==> src/hdl/cfgj_consts.svh <==
`ifndef CFGJ_CONSTS_SVH
`define CFGJ_CONSTS_SVH

// ----------------------------------------------------------------------
// timing
// ----------------------------------------------------------------------
`define CFGJ_CLK_PERIOD_NS 100
`define CFGJ_RST_MIN_NS    320
`define CFGJ_USER_MIN_US   25
// least times round up to whole cycles
`define CFGJ_RST_MIN_CYC \
  ((`CFGJ_RST_MIN_NS + `CFGJ_CLK_PERIOD_NS - 1) / `CFGJ_CLK_PERIOD_NS)
`define CFGJ_USER_MIN_CYC \
  ((`CFGJ_USER_MIN_US * 1000 + `CFGJ_CLK_PERIOD_NS - 1) / `CFGJ_CLK_PERIOD_NS)
`define CFGJ_LOAD_CYC     32

// ----------------------------------------------------------------------
// test access port
// ----------------------------------------------------------------------
`define CFGJ_IR_W        4
`define CFGJ_IR_IDCODE   4'h1
`define CFGJ_IR_BYPASS   4'hF
`define CFGJ_IR_CAPTURE  4'h1
`define CFGJ_ID_W        32
// arbitrary identification value
`define CFGJ_ID_VALUE    32'h0000_0001

`endif

==> src/hdl/cfgj_pkg.sv <==
`default_nettype none

package cfgj_pkg;

  // ----------------------------------------------------------------------
  // test access port controller states
  // ----------------------------------------------------------------------
  typedef enum logic [3:0] {
    CFGJ_TLR, CFGJ_RTI, CFGJ_SEL_DR, CFGJ_CAP_DR, CFGJ_SH_DR, CFGJ_EX1_DR,
    CFGJ_PA_DR, CFGJ_EX2_DR, CFGJ_UPD_DR, CFGJ_SEL_IR, CFGJ_CAP_IR,
    CFGJ_SH_IR, CFGJ_EX1_IR, CFGJ_PA_IR, CFGJ_EX2_IR, CFGJ_UPD_IR
  } cfgj_tap_t;

  // ----------------------------------------------------------------------
  // configuration sequence states
  // ----------------------------------------------------------------------
  typedef enum logic [1:0] {
    CFGJ_LOAD, CFGJ_RELEASE, CFGJ_USER
  } cfgj_cfg_t;

  // test port pin levels as seen at the pads
  typedef struct packed {
    logic tck;
    logic tms;
    logic tdi;
  } cfgj_jtag_t;

endpackage

`default_nettype wire

==> src/hdl/cfgj_top.sv <==
`include "cfgj_consts.svh"
`default_nettype none

// Overview of operation
// - every config pin except test clock and test output is weakly pulled up; cfg_pullup_en_o is cleared in user mode
// - done line is open drain, reads 1 when configured, then user mode
// - an outside party holding done low delays user mode until released
// - reconfig trigger restarts configuration only, never resets user logic
// - test port samples mode select and data in on test clock rise
// - test data out changes only after test clock falling edge
// - undriven mode select and data in read as 1 via pull-up
// - data in shifts into instruction or selected data register, out likewise
// - test data out is high impedance whenever nothing is shifting
module cfgj_top (
  // clock and reset
  input  wire logic                 core_clk_i,
  input  wire logic                 rst_n_i,
  // test port pins
  input  wire cfgj_pkg::cfgj_jtag_t jtag_i,
  output var  logic                 tdo_o,
  output var  logic                 tdo_oe_o,
  // configuration pins
  input  wire logic                 creset_n_i,
  input  wire logic                 config_done_i,
  output var  logic                 config_done_o,
  output var  logic                 config_done_oe_o,
  // status towards the fabric
  output var  logic                 cfg_pullup_en_o,
  output var  logic                 jtag_pullup_en_o,
  output var  logic                 cfg_start_o,
  output var  logic                 user_mode_o,
  output var  logic                 user_ready_o
);

  // ----------------------------------------------------------------------
  // pin synchronisers
  // ----------------------------------------------------------------------
  logic [2:0] tck_q;
  logic [1:0] tms_q, tdi_q, crst_q, done_q;
  logic       crst_d3_q;

  // first stage of each chain feeds only its second stage
  always_ff @(posedge core_clk_i) begin
    if (!rst_n_i) begin
      tck_q     <= 3'h7;
      tms_q     <= 2'h3;
      tdi_q     <= 2'h3;
      crst_q    <= 2'h3;
      crst_d3_q <= 1'h1;
      done_q    <= 2'h0;
    end else begin
      tck_q     <= {tck_q[1:0], jtag_i.tck};
      tms_q     <= {tms_q[0], jtag_i.tms};
      tdi_q     <= {tdi_q[0], jtag_i.tdi};
      crst_q    <= {crst_q[0], creset_n_i};
      crst_d3_q <= crst_q[1];
      done_q    <= {done_q[0], config_done_i};
    end
  end

  // edge detection on the second and third stages
  wire logic tck_rise  = tck_q[1] & ~tck_q[2];
  wire logic tck_fall  = ~tck_q[1] & tck_q[2];
  wire logic tms_s     = tms_q[1];
  wire logic tdi_s     = tdi_q[1];
  wire logic done_s    = done_q[1];
  wire logic crst_rise = crst_q[1] & ~crst_d3_q;

  // ----------------------------------------------------------------------
  // configuration sequence
  // ----------------------------------------------------------------------
  cfgj_pkg::cfgj_cfg_t cfg_q, cfg_d;
  logic [3:0]          low_cnt_q;
  logic [7:0]          load_cnt_q;
  logic [7:0]          user_cnt_q;

  // short low pulses are not taken as a reconfiguration request
  wire logic pulse_ok  = low_cnt_q >= 4'(`CFGJ_RST_MIN_CYC);
  wire logic reconfig  = crst_rise & pulse_ok;
  wire logic load_done = load_cnt_q == 8'(`CFGJ_LOAD_CYC - 1);
  wire logic user_done = user_cnt_q == 8'(`CFGJ_USER_MIN_CYC - 1);

  // next configuration state
  always_comb begin
    cfg_d = cfg_q;
    case (cfg_q)
      cfgj_pkg::CFGJ_LOAD:    if (load_done) cfg_d = cfgj_pkg::CFGJ_RELEASE;
      cfgj_pkg::CFGJ_RELEASE: if (done_s) cfg_d = cfgj_pkg::CFGJ_USER;
      default:                cfg_d = cfg_q;
    endcase
    if (reconfig) cfg_d = cfgj_pkg::CFGJ_LOAD;
  end

  // sequence state and counters
  always_ff @(posedge core_clk_i) begin
    if (!rst_n_i) begin
      cfg_q      <= cfgj_pkg::CFGJ_LOAD;
      low_cnt_q  <= 4'h0;
      load_cnt_q <= 8'h00;
      user_cnt_q <= 8'h00;
    end else begin
      cfg_q      <= cfg_d;
      low_cnt_q  <= crst_q[1] ? 4'h0 :
                    (pulse_ok ? low_cnt_q : low_cnt_q + 4'h1);
      load_cnt_q <= (cfg_d == cfgj_pkg::CFGJ_LOAD && !reconfig) ?
                    load_cnt_q + 8'h01 : 8'h00;
      user_cnt_q <= (cfg_q == cfgj_pkg::CFGJ_USER && !user_done) ?
                    user_cnt_q + 8'h01 : user_cnt_q;
      if (cfg_q != cfgj_pkg::CFGJ_USER) user_cnt_q <= 8'h00;
    end
  end

  // pin drivers and status flags
  always_ff @(posedge core_clk_i) begin
    if (!rst_n_i) begin
      config_done_o    <= 1'h0;
      config_done_oe_o <= 1'h1;
      cfg_pullup_en_o  <= 1'h1;
      jtag_pullup_en_o <= 1'h1;
      cfg_start_o      <= 1'h0;
      user_mode_o      <= 1'h0;
      user_ready_o     <= 1'h0;
    end else begin
      config_done_o    <= 1'h0;
      config_done_oe_o <= cfg_d == cfgj_pkg::CFGJ_LOAD;
      cfg_pullup_en_o  <= cfg_d != cfgj_pkg::CFGJ_USER;
      jtag_pullup_en_o <= 1'h1;
      cfg_start_o      <= reconfig;
      user_mode_o      <= cfg_d == cfgj_pkg::CFGJ_USER;
      user_ready_o     <= cfg_d == cfgj_pkg::CFGJ_USER && user_done;
    end
  end

  // ----------------------------------------------------------------------
  // test access port controller
  // ----------------------------------------------------------------------
  function automatic cfgj_pkg::cfgj_tap_t tap_next(
    input cfgj_pkg::cfgj_tap_t s, input logic m);
    case (s)
      cfgj_pkg::CFGJ_TLR:
        tap_next = m ? cfgj_pkg::CFGJ_TLR : cfgj_pkg::CFGJ_RTI;
      cfgj_pkg::CFGJ_RTI:
        tap_next = m ? cfgj_pkg::CFGJ_SEL_DR : cfgj_pkg::CFGJ_RTI;
      cfgj_pkg::CFGJ_SEL_DR:
        tap_next = m ? cfgj_pkg::CFGJ_SEL_IR : cfgj_pkg::CFGJ_CAP_DR;
      cfgj_pkg::CFGJ_CAP_DR:
        tap_next = m ? cfgj_pkg::CFGJ_EX1_DR : cfgj_pkg::CFGJ_SH_DR;
      cfgj_pkg::CFGJ_SH_DR:
        tap_next = m ? cfgj_pkg::CFGJ_EX1_DR : cfgj_pkg::CFGJ_SH_DR;
      cfgj_pkg::CFGJ_EX1_DR:
        tap_next = m ? cfgj_pkg::CFGJ_UPD_DR : cfgj_pkg::CFGJ_PA_DR;
      cfgj_pkg::CFGJ_PA_DR:
        tap_next = m ? cfgj_pkg::CFGJ_EX2_DR : cfgj_pkg::CFGJ_PA_DR;
      cfgj_pkg::CFGJ_EX2_DR:
        tap_next = m ? cfgj_pkg::CFGJ_UPD_DR : cfgj_pkg::CFGJ_SH_DR;
      cfgj_pkg::CFGJ_UPD_DR:
        tap_next = m ? cfgj_pkg::CFGJ_SEL_DR : cfgj_pkg::CFGJ_RTI;
      cfgj_pkg::CFGJ_SEL_IR:
        tap_next = m ? cfgj_pkg::CFGJ_TLR : cfgj_pkg::CFGJ_CAP_IR;
      cfgj_pkg::CFGJ_CAP_IR:
        tap_next = m ? cfgj_pkg::CFGJ_EX1_IR : cfgj_pkg::CFGJ_SH_IR;
      cfgj_pkg::CFGJ_SH_IR:
        tap_next = m ? cfgj_pkg::CFGJ_EX1_IR : cfgj_pkg::CFGJ_SH_IR;
      cfgj_pkg::CFGJ_EX1_IR:
        tap_next = m ? cfgj_pkg::CFGJ_UPD_IR : cfgj_pkg::CFGJ_PA_IR;
      cfgj_pkg::CFGJ_PA_IR:
        tap_next = m ? cfgj_pkg::CFGJ_EX2_IR : cfgj_pkg::CFGJ_PA_IR;
      cfgj_pkg::CFGJ_EX2_IR:
        tap_next = m ? cfgj_pkg::CFGJ_UPD_IR : cfgj_pkg::CFGJ_SH_IR;
      default:
        tap_next = m ? cfgj_pkg::CFGJ_SEL_DR : cfgj_pkg::CFGJ_RTI;
    endcase
  endfunction

  cfgj_pkg::cfgj_tap_t   tap_q;
  logic [`CFGJ_IR_W-1:0] ir_q, ir_sh_q;
  logic [`CFGJ_ID_W-1:0] id_sh_q;
  logic                  byp_q;

  // decoded shift paths
  wire logic sh_ir  = tap_q == cfgj_pkg::CFGJ_SH_IR;
  wire logic sh_dr  = tap_q == cfgj_pkg::CFGJ_SH_DR;
  wire logic sel_id = ir_q == `CFGJ_IR_IDCODE;
  wire logic dr_out = sel_id ? id_sh_q[0] : byp_q;

  // state and registers advance on test clock rise; reset by rst_n_i, and ir_q also reloads in test logic reset
  always_ff @(posedge core_clk_i) begin
    if (!rst_n_i) begin
      tap_q   <= cfgj_pkg::CFGJ_TLR;
      ir_q    <= `CFGJ_IR_IDCODE;
      ir_sh_q <= `CFGJ_IR_CAPTURE;
      id_sh_q <= `CFGJ_ID_VALUE;
      byp_q   <= 1'h0;
    end else if (tck_rise) begin
      tap_q <= tap_next(tap_q, tms_s);
      case (tap_q)
        cfgj_pkg::CFGJ_TLR:    ir_q <= `CFGJ_IR_IDCODE;
        cfgj_pkg::CFGJ_CAP_IR: ir_sh_q <= `CFGJ_IR_CAPTURE;
        cfgj_pkg::CFGJ_SH_IR:
          ir_sh_q <= {tdi_s, ir_sh_q[`CFGJ_IR_W-1:1]};
        cfgj_pkg::CFGJ_UPD_IR: ir_q <= ir_sh_q;
        cfgj_pkg::CFGJ_CAP_DR: begin
          id_sh_q <= `CFGJ_ID_VALUE;
          byp_q   <= 1'h0;
        end
        cfgj_pkg::CFGJ_SH_DR: begin
          if (sel_id) id_sh_q <= {tdi_s, id_sh_q[`CFGJ_ID_W-1:1]};
          else byp_q <= tdi_s;
        end
        default: ;
      endcase
    end
  end

  // output driven after test clock fall, released when idle
  always_ff @(posedge core_clk_i) begin
    if (!rst_n_i) begin
      tdo_o    <= 1'h1;
      tdo_oe_o <= 1'h0;
    end else if (tck_fall) begin
      tdo_o    <= sh_ir ? ir_sh_q[0] : dr_out;
      tdo_oe_o <= sh_ir | sh_dr;
    end
  end
endmodule

`default_nettype wire

==> config.mk <==
export PLATFORM = sky130hd
export DESIGN_NAME = cfgj_top
export DESIGN_NICKNAME = d
export VERILOG_FILES = /design/src/hdl/cfgj_pkg.sv /design/src/hdl/cfgj_top.sv
export VERILOG_INCLUDE_DIRS = /design/src /design/src/hdl
export SDC_FILE = /design/constraint.sdc
export NUM_CORES = 1
export LEC_CHECK = 0
export BUFFER_PORTS_ARGS = -buffer_cell sky130_fd_sc_hd__clkbuf_2
export CAP_MARGIN = 10
export CORE_ASPECT_RATIO = 1.1
export CORE_MARGIN = 5
export CORE_UTILIZATION = 35
export CTS_BUF_LIST = sky130_fd_sc_hd__clkbuf_2
export DETAILED_ROUTE_END_ITERATION = 8
export MAX_ROUTING_LAYER = met4
export SETUP_SLACK_MARGIN = 0.2
export SLEW_MARGIN = 0
export SYNTH_ARGS = -nofsm -noshare
export SYNTH_HDL_FRONTEND = slang
export SYNTH_SLANG_ARGS = --single-unit
==> constraint.sdc <==
create_clock -name core_clk_i -period 2.7 [get_ports core_clk_i]
set_input_delay 0.81 -clock core_clk_i [delete_from_list [all_inputs] [get_ports core_clk_i]]
set_output_delay 0.81 -clock core_clk_i [all_outputs]
set_load 0.02 [all_outputs]
# Yosys cells after proc, flatten, opt, wreduce, memory -nomap -nowiden
# Index checks and enable logic that the tools add are counted.
[totals] reg_bits=86 inputBits=7 output_inout_bits=9 wordCells=103
[classes] addsub=3 n_lt_le_gt_ge=1 eq_ne=23 muxes=25 bitwise=9 reduce_logical=20
[ops] operator="32-bit case mux with 2 select lines" count=1
[ops] operator="4-bit case mux with 11 select lines" count=1
[ops] operator="32-bit two-way mux" count=1
[ops] operator="4-bit equality test (second input constant)" count=7
[ops] operator="8-bit by 1-bit adder with 8-bit output (second input constant)" count=2
[ops] operator="4-bit by 3-bit equality test with 1-bit output (second input constant)" count=4
[ops] operator="4-bit two-way mux" count=4
[ops] operator="4-bit case mux with 2 select lines" count=2
[ops] operator="2-bit two-way mux" count=6
[ops] operator="4-bit by 2-bit equality test with 1-bit output (second input constant)" count=2
[ops] operator="8-bit by 5-bit equality test with 1-bit output (second input constant)" count=1
[ops] operator="8-bit equality test (second input constant)" count=1
[ops] operator="2-bit OR reduction" count=4
[ops] operator="1-bit two-way mux" count=6
[ops] operator="3-bit two-way mux" count=2
[ops] operator="2-bit != test (second input constant)" count=3
[ops] operator="2-bit AND reduction" count=3
[ops] operator="3-bit AND reduction" count=2
[ops] operator="2-bit nonzero test" count=3
[ops] operator="4-bit by 1-bit adder with 4-bit output (second input constant)" count=1
[ops] operator="1-bit AND" count=4
[ops] operator="2-bit equality test (second input constant)" count=2
[ops] operator="4-bit by 1-bit equality test with 1-bit output (second input constant)" count=1
[ops] operator="4-bit by 3-bit >= comparator with 1-bit output (second input constant)" count=1
[ops] operator="other kinds (10)" count=17

# Longest topological paths before layout
[depth] depth_word=7 mapped_depth=7 depth_no_buf=6

# Worst setup path after synthesis
# OpenSTA, ideal clock, no wires.
[synth_path] path_kind="register to register" startpoint="reg ir_q[1]" endpoint="reg id_sh_q[0]" setup_ns=0.120 t_arrival_ns=1.693 required_ns=2.580 path_slack_ns=0.887 path_stages_with_launch=5 n_path_buf=0 synth_period_minus_slack_ns=1.813 cell_sequence="dfxtp_1 > or4b_4 > or4_1 > or3_1 > o31a_1"
[synth_via] elab_chain_cells=3
[synth_rtl] item="start: declaration" line="cfgj_top.sv:176" source="logic [`CFGJ_IR_W-1:0] ir_q, ir_sh_q;"
[synth_rtl] item="start signal: assignment" line="cfgj_top.sv:190" source="ir_q <= `CFGJ_IR_IDCODE;"
[synth_rtl] item="start signal: assignment" line="cfgj_top.sv:197" source="cfgj_pkg::CFGJ_TLR: ir_q <= `CFGJ_IR_IDCODE;"
[synth_rtl] item="start signal: assignment" line="cfgj_top.sv:201" source="cfgj_pkg::CFGJ_UPD_IR: ir_q <= ir_sh_q;"
[synth_rtl] item="4-bit by 1-bit equality test with 1-bit output (no source line)"
[synth_rtl] item="2-bit by 1-bit != test with 1-bit output (no source line)"
[synth_rtl] item="3-bit AND reduction (no source line)"
[synth_rtl] item="end signal: assignment" line="cfgj_top.sv:192" source="id_sh_q <= `CFGJ_ID_VALUE;"
[synth_rtl] item="end signal: assignment" line="cfgj_top.sv:203" source="id_sh_q <= `CFGJ_ID_VALUE;"
[synth_rtl] item="end signal: assignment" line="cfgj_top.sv:207" source="if (sel_id) id_sh_q <= {tdi_s, id_sh_q[`CFGJ_ID_W-1:1]};"
[synth_rtl] item="end: declaration" line="cfgj_top.sv:177" source="logic [`CFGJ_ID_W-1:0] id_sh_q;"
# Every way passes these cells.
# A chain may end at the register's enable or synchronous reset.

# Final worst setup path
[layout_path] startpoint="reg tap_q[0]" endpoint="reg id_sh_q[20]"
[layout_via] elab_chain_cells=3 elab_cells_between_ends=6 classes_between="3 x eq/ne; 1 x mux; 2 x reduce/logical"
[layout_rtl] item="start: declaration" line="cfgj_top.sv:175" source="cfgj_pkg::cfgj_tap_t tap_q;"
[layout_rtl] item="start signal: assignment" line="cfgj_top.sv:189" source="tap_q <= cfgj_pkg::CFGJ_TLR;"
[layout_rtl] item="start signal: assignment" line="cfgj_top.sv:195" source="tap_q <= tap_next(tap_q, tms_s);"
[layout_rtl] item="4-bit by 3-bit equality test with 1-bit output or 4-bit by 2-bit equality test with 1-bit output (tied branches)" line="cfgj_top.sv:196" source="case (tap_q)"
[layout_rtl] item="2-bit by 1-bit != test with 1-bit output (no source line) or 2-bit nonzero test (tied branches)"
[layout_rtl] item="3-bit AND reduction (no source line)"
# Parallel ways exist; a longest one is shown, timed or not.

==> Flow_metrics.wiki <==
{| class="wikitable"
! Metric !! Value
|-
| Cell area after synthesis || 3310 µm²
|-
| Adder and majority gate portion of the synthesized area || 0.0151
|-
| Number of nets in the layout || 378
|-
| Proportion of total power due to net switching || 0.231
|-
| Worst-path cell with the longest stage delay || sky130_fd_sc_hd__or3b_2
|-
| Number of hold-repair buffers added at the cts stage || 0
|-
| Predominant post-synthesis flop cell || sky130_fd_sc_hd__dfxtp_1
|-
| Clock buffers created by TritonCTS || 9
|-
| Synth Net Count || 376
|-
| Classification of the worst setup path || reg2reg
|-
| Via count of the first global-routing pass || 2252
|-
| Detailed-placement wirelength estimate || 3.79 mm
|-
| Post-synthesis share of cell area spent on and, or, nand and nor gates || 0.213
|-
| Die Ht || 112 µm
|-
| Number of antenna diodes || 0
|-
| Starting utilization of the core area || 0.356
|-
| Critical path required time || 3.12 ns
|-
| Fin Clk Skew || about 0.023 ns
|-
| Share of the synthesized area in the top cell type || 0.520
|-
| Switching Power || 457 µW
|-
| Antenna viol nets, final || 0
|-
| Worst Setup Start Kind || flip-flop
|-
| Cell row count || 37
|-
| GRT Overall Usage || 0.114
|-
| Max frequency || 475 MHz
|-
| Flip-flop and latch area || 1720 µm²
|-
| Share of synthesized area occupied by flip-flops and latches || 0.520
|-
| Final WS setup || 0.595 ns
|-
| Post-Place Worst Slack || 0.655 ns
|-
| Tightest Pin Transition || between 0.5 and 0.6 ns
|-
| Power density over cell area || 562 nW/µm²
|-
| Logic gate share of total power || 0.030
|-
| Pin count of the biggest net entering global routing || 44
|-
| Final global-route overflow total || 0
|-
| Fraction of power consumed by sequential logic || 0.655
|-
| Worst hold margin || 0.434 ns
|-
| Clock transition time at the flip-flop clock pins of the worst setup and hold paths || 0.21 ns
|-
| Area growth syn-to-layout || 6.51%
|-
| Unrepaired setup endpoints after global routing || false
|-
| Max cap viols || 0
|-
| Number of design-rule violations left by the first detailed-router iteration || just under 100
|-
| I/O Buffers || 13
|-
| Xor/xnor cell area share of the yosys netlist || 0.0371
|-
| Most common cell in the synthesized netlist || sky130_fd_sc_hd__dfxtp_1
|-
| Setup-failing EPs final || 0
|-
| Mean Syn Cell Area || ~9.1 µm²
|-
| Crit. End Element || flip-flop
|-
| First-pass iteration count of the detailed router || 4
|-
| Seq cells post-synth || between 80 and 90
|-
| Clock period minus final worst setup slack || 2.11 ns
|-
| Largest fanout on the critical path || 32
|-
| Worst path arrival time || 2.52 ns
|-
| I/O pin cnt || 16
|-
| Post-synthesis mux area share || 0.00303
|-
| Ratio of cells with drive above 1 in the final layout || 0.105
|-
| Warnings from Yosys || 0
|-
| Post-Syn Instances || 365
|-
| TritonCTS clock tree || built
|-
| Dominant combinational cell family by area after synthesis || simple AND/OR/NAND/NOR gates
|-
| Final-layout setup total negative slack || 0 ns
|-
| Fraction of the mapped netlist area in compound gates || 0.154
|-
| Worst skew pair latency || 0.53 ns
|-
| Final weighted congestion in routability-driven placement || 0.793
|-
| Post-synth top area cell || sky130_fd_sc_hd__dfxtp_1
|-
| Vias post-DR || 2458
|-
| Number of antenna violations at the first check in global routing || 0
|-
| Crit path cell chain || or3b_2 > o21ai_0 > and3_2 > o22ai_1
|-
| Ranking of synthesized cells by area || sky130_fd_sc_hd__dfxtp_1 (52%), sky130_fd_sc_hd__o22ai_1 (5.9%), sky130_fd_sc_hd__nand2_1 (5.3%)
|-
| Wire length per cell after detailed routing || 12.0 µm
|-
| Worst voltage drop across the vdd grid || 0.266 mV
|-
| Cts repair resizes || 0
|-
| Die Outline Area || 11500 µm²
|-
| Final count of pins violating max slew || 0
|-
| First-pass GRT wire length || 10.3 mm
|-
| Clock network fraction of design power || 0.315
|-
| Final clock period utilization by the worst path || 0.780
|-
| H-tree level count || 3
|-
| Hold violation total from the final report || 0
|-
| Number of buffers added for setup after CTS || 0
|-
| Max-slew headroom || 0.602
|-
| Worst path max stage delay || 0.59 ns
|-
| Register-to-register setup slack || a little under 0.6 ns
|-
| Total wire length after detailed routing || around 5.9 mm
|-
| Remaining routing DRC violations || 0
|-
| Area of combinational cells with multiple inputs || 1410 µm²
|-
| Chip width || 103 µm
|-
| Internal power of the cells || 1.52 mW
|-
| Share of synthesized registers carrying an async set or reset || 0
|-
| Root Buffer || sky130_fd_sc_hd__clkbuf_2
|-
| Filler Cells Inserted || 968
|-
| Number of distinct library cell variants in the gate-level netlist after synthesis || a little over 50
|-
| Type of the worst min-delay path || reg2reg
|-
| Commonest cells post-synth || sky130_fd_sc_hd__dfxtp_1 (86), sky130_fd_sc_hd__nand2_1 (47), sky130_fd_sc_hd__nor2_1 (32)
|-
| Via-to-Cell Ratio || 5.03
|-
| Placeable core region || 9310 µm²
|-
| Static Leak || 1.25 nW
|-
| Number of synthesized flops with an enable pin || 0
|-
| Run status || completed
|-
| Largest buffer count on any clock path || 2
|-
| Sinks on the clock net || 86
|}
## area by class of cell
type | count | share of cell area
Inverter | 11 | 0.0117
Sequential cell | 86 | 0.489
Timing Repair Buffer | 18 | 0.0291
Clock inverter | 5 | 0.0142
Clock buffer | 11 | 0.0156
Multi-Input combinational cell | 241 | 0.399
Tap cell | 117 | 0.0415
## stage by stage
stage / cells / power [mW] / cell area [µm²] / util
global placement: 473 / 1.38 / 3420 / 0.367
floorplan: 365 / 1.37 / 3310 / -
finish: 489 / 1.98 / 3520 / 0.379
detailed placement: 473 / 1.38 / 3420 / 0.367
CTS: 489 / 2.01 / 3520 / 0.379
global route: 489 / 2.07 / 3520 / 0.379
## critical path, delay by kind of cell (launching register included)
kind	cells	cell delay, ns
and+or+nand+nor	2	1.17
DFF	1	0.50
AOI/OAI and AO/OA	2	0.32
## power by group through the flow
stage	clock network, mW	logic [mW]	registers (mW)
after floorplan	0	0.0510	1.32
after global placement	0	0.0591	1.32
after detailed placement	0	0.0598	1.32
after CTS	0.657	0.0601	1.30
after global routing	0.702	0.0667	1.30
final	0.623	0.0590	1.30
## kinds of logic (layout without fill, tap and decap cells)
logic type | after synthesis | count (layout)
flops | 86 | 86
buf+inv | 38 | 45
xor+xnor | 14 | 14
simple gates | 142 | 142
fa+ha+maj | 4 | 4
other cells | 2 | 2
compound gates | 78 | 78
mux | 1 | 1
## routing by layer
metal,track usage,vias up,wire (µm)
li1,-,1280,-
met1,0.149,1140,2950
met2,0.160,28,2620
met3,0.0307,10,154
met4,0.0577,0,136
met5,-,-,0
## cells in the final DEF (no fill, tap or decap), types with 2 or more instances in the layout
cell type	count
sky130_fd_sc_hd__xnor2_1	7
sky130_fd_sc_hd__clkinv_1	2
sky130_fd_sc_hd__a21oi_1	11
sky130_fd_sc_hd__nor3_1	5
sky130_fd_sc_hd__or3b_2	2
sky130_fd_sc_hd__xor2_1	7
sky130_fd_sc_hd__o22ai_1	31
sky130_fd_sc_hd__inv_1	11
sky130_fd_sc_hd__o21ai_0	12
sky130_fd_sc_hd__nand3b_1	3
sky130_fd_sc_hd__nand2_1	47
sky130_fd_sc_hd__nand4_1	5
sky130_fd_sc_hd__dfxtp_1	86
sky130_fd_sc_hd__a311oi_1	2
sky130_fd_sc_hd__and2_1	2
sky130_fd_sc_hd__o21a_1	2
sky130_fd_sc_hd__clkbuf_2	24
sky130_fd_sc_hd__a211oi_1	2
sky130_fd_sc_hd__or4_1	3
sky130_fd_sc_hd__or3_1	3
sky130_fd_sc_hd__and4_1	2
sky130_fd_sc_hd__nand3_1	8
sky130_fd_sc_hd__a22o_1	2
sky130_fd_sc_hd__conb_1	2
sky130_fd_sc_hd__nor4_1	2
sky130_fd_sc_hd__a211o_1	2
sky130_fd_sc_hd__nand2b_1	13
sky130_fd_sc_hd__a22oi_1	3
sky130_fd_sc_hd__and3_1	3
sky130_fd_sc_hd__buf_4	5
sky130_fd_sc_hd__nor2_1	32
sky130_fd_sc_hd__ha_1	4
sky130_fd_sc_hd__nor2b_1	7
## path summary, 6_finish.rpt
check | endpoint | from | depth (start not counted)
setup / recovery | id_sh_q[20] | tap_q[0] | 4
hold / removal | tck_q[1] | tck_q[0] | 1
setup reg to reg | id_sh_q[20] | tap_q[0] | 4
hold reg to reg | tck_q[1] | tck_q[0] | 1
## state kept, by name, summed over array words and instances, names as in the netlist, 2 cells and up
register and cells:
cfg_q 2, low_cnt_q 4, ir_q 4, id_sh_q 32
tap_q 4, tck_q 3, tdi_q 2, crst_q 2
load_cnt_q 8, ir_sh_q 4, done_q 2, tms_q 2
user_cnt_q 8
(Power assumes the default switching activity.)
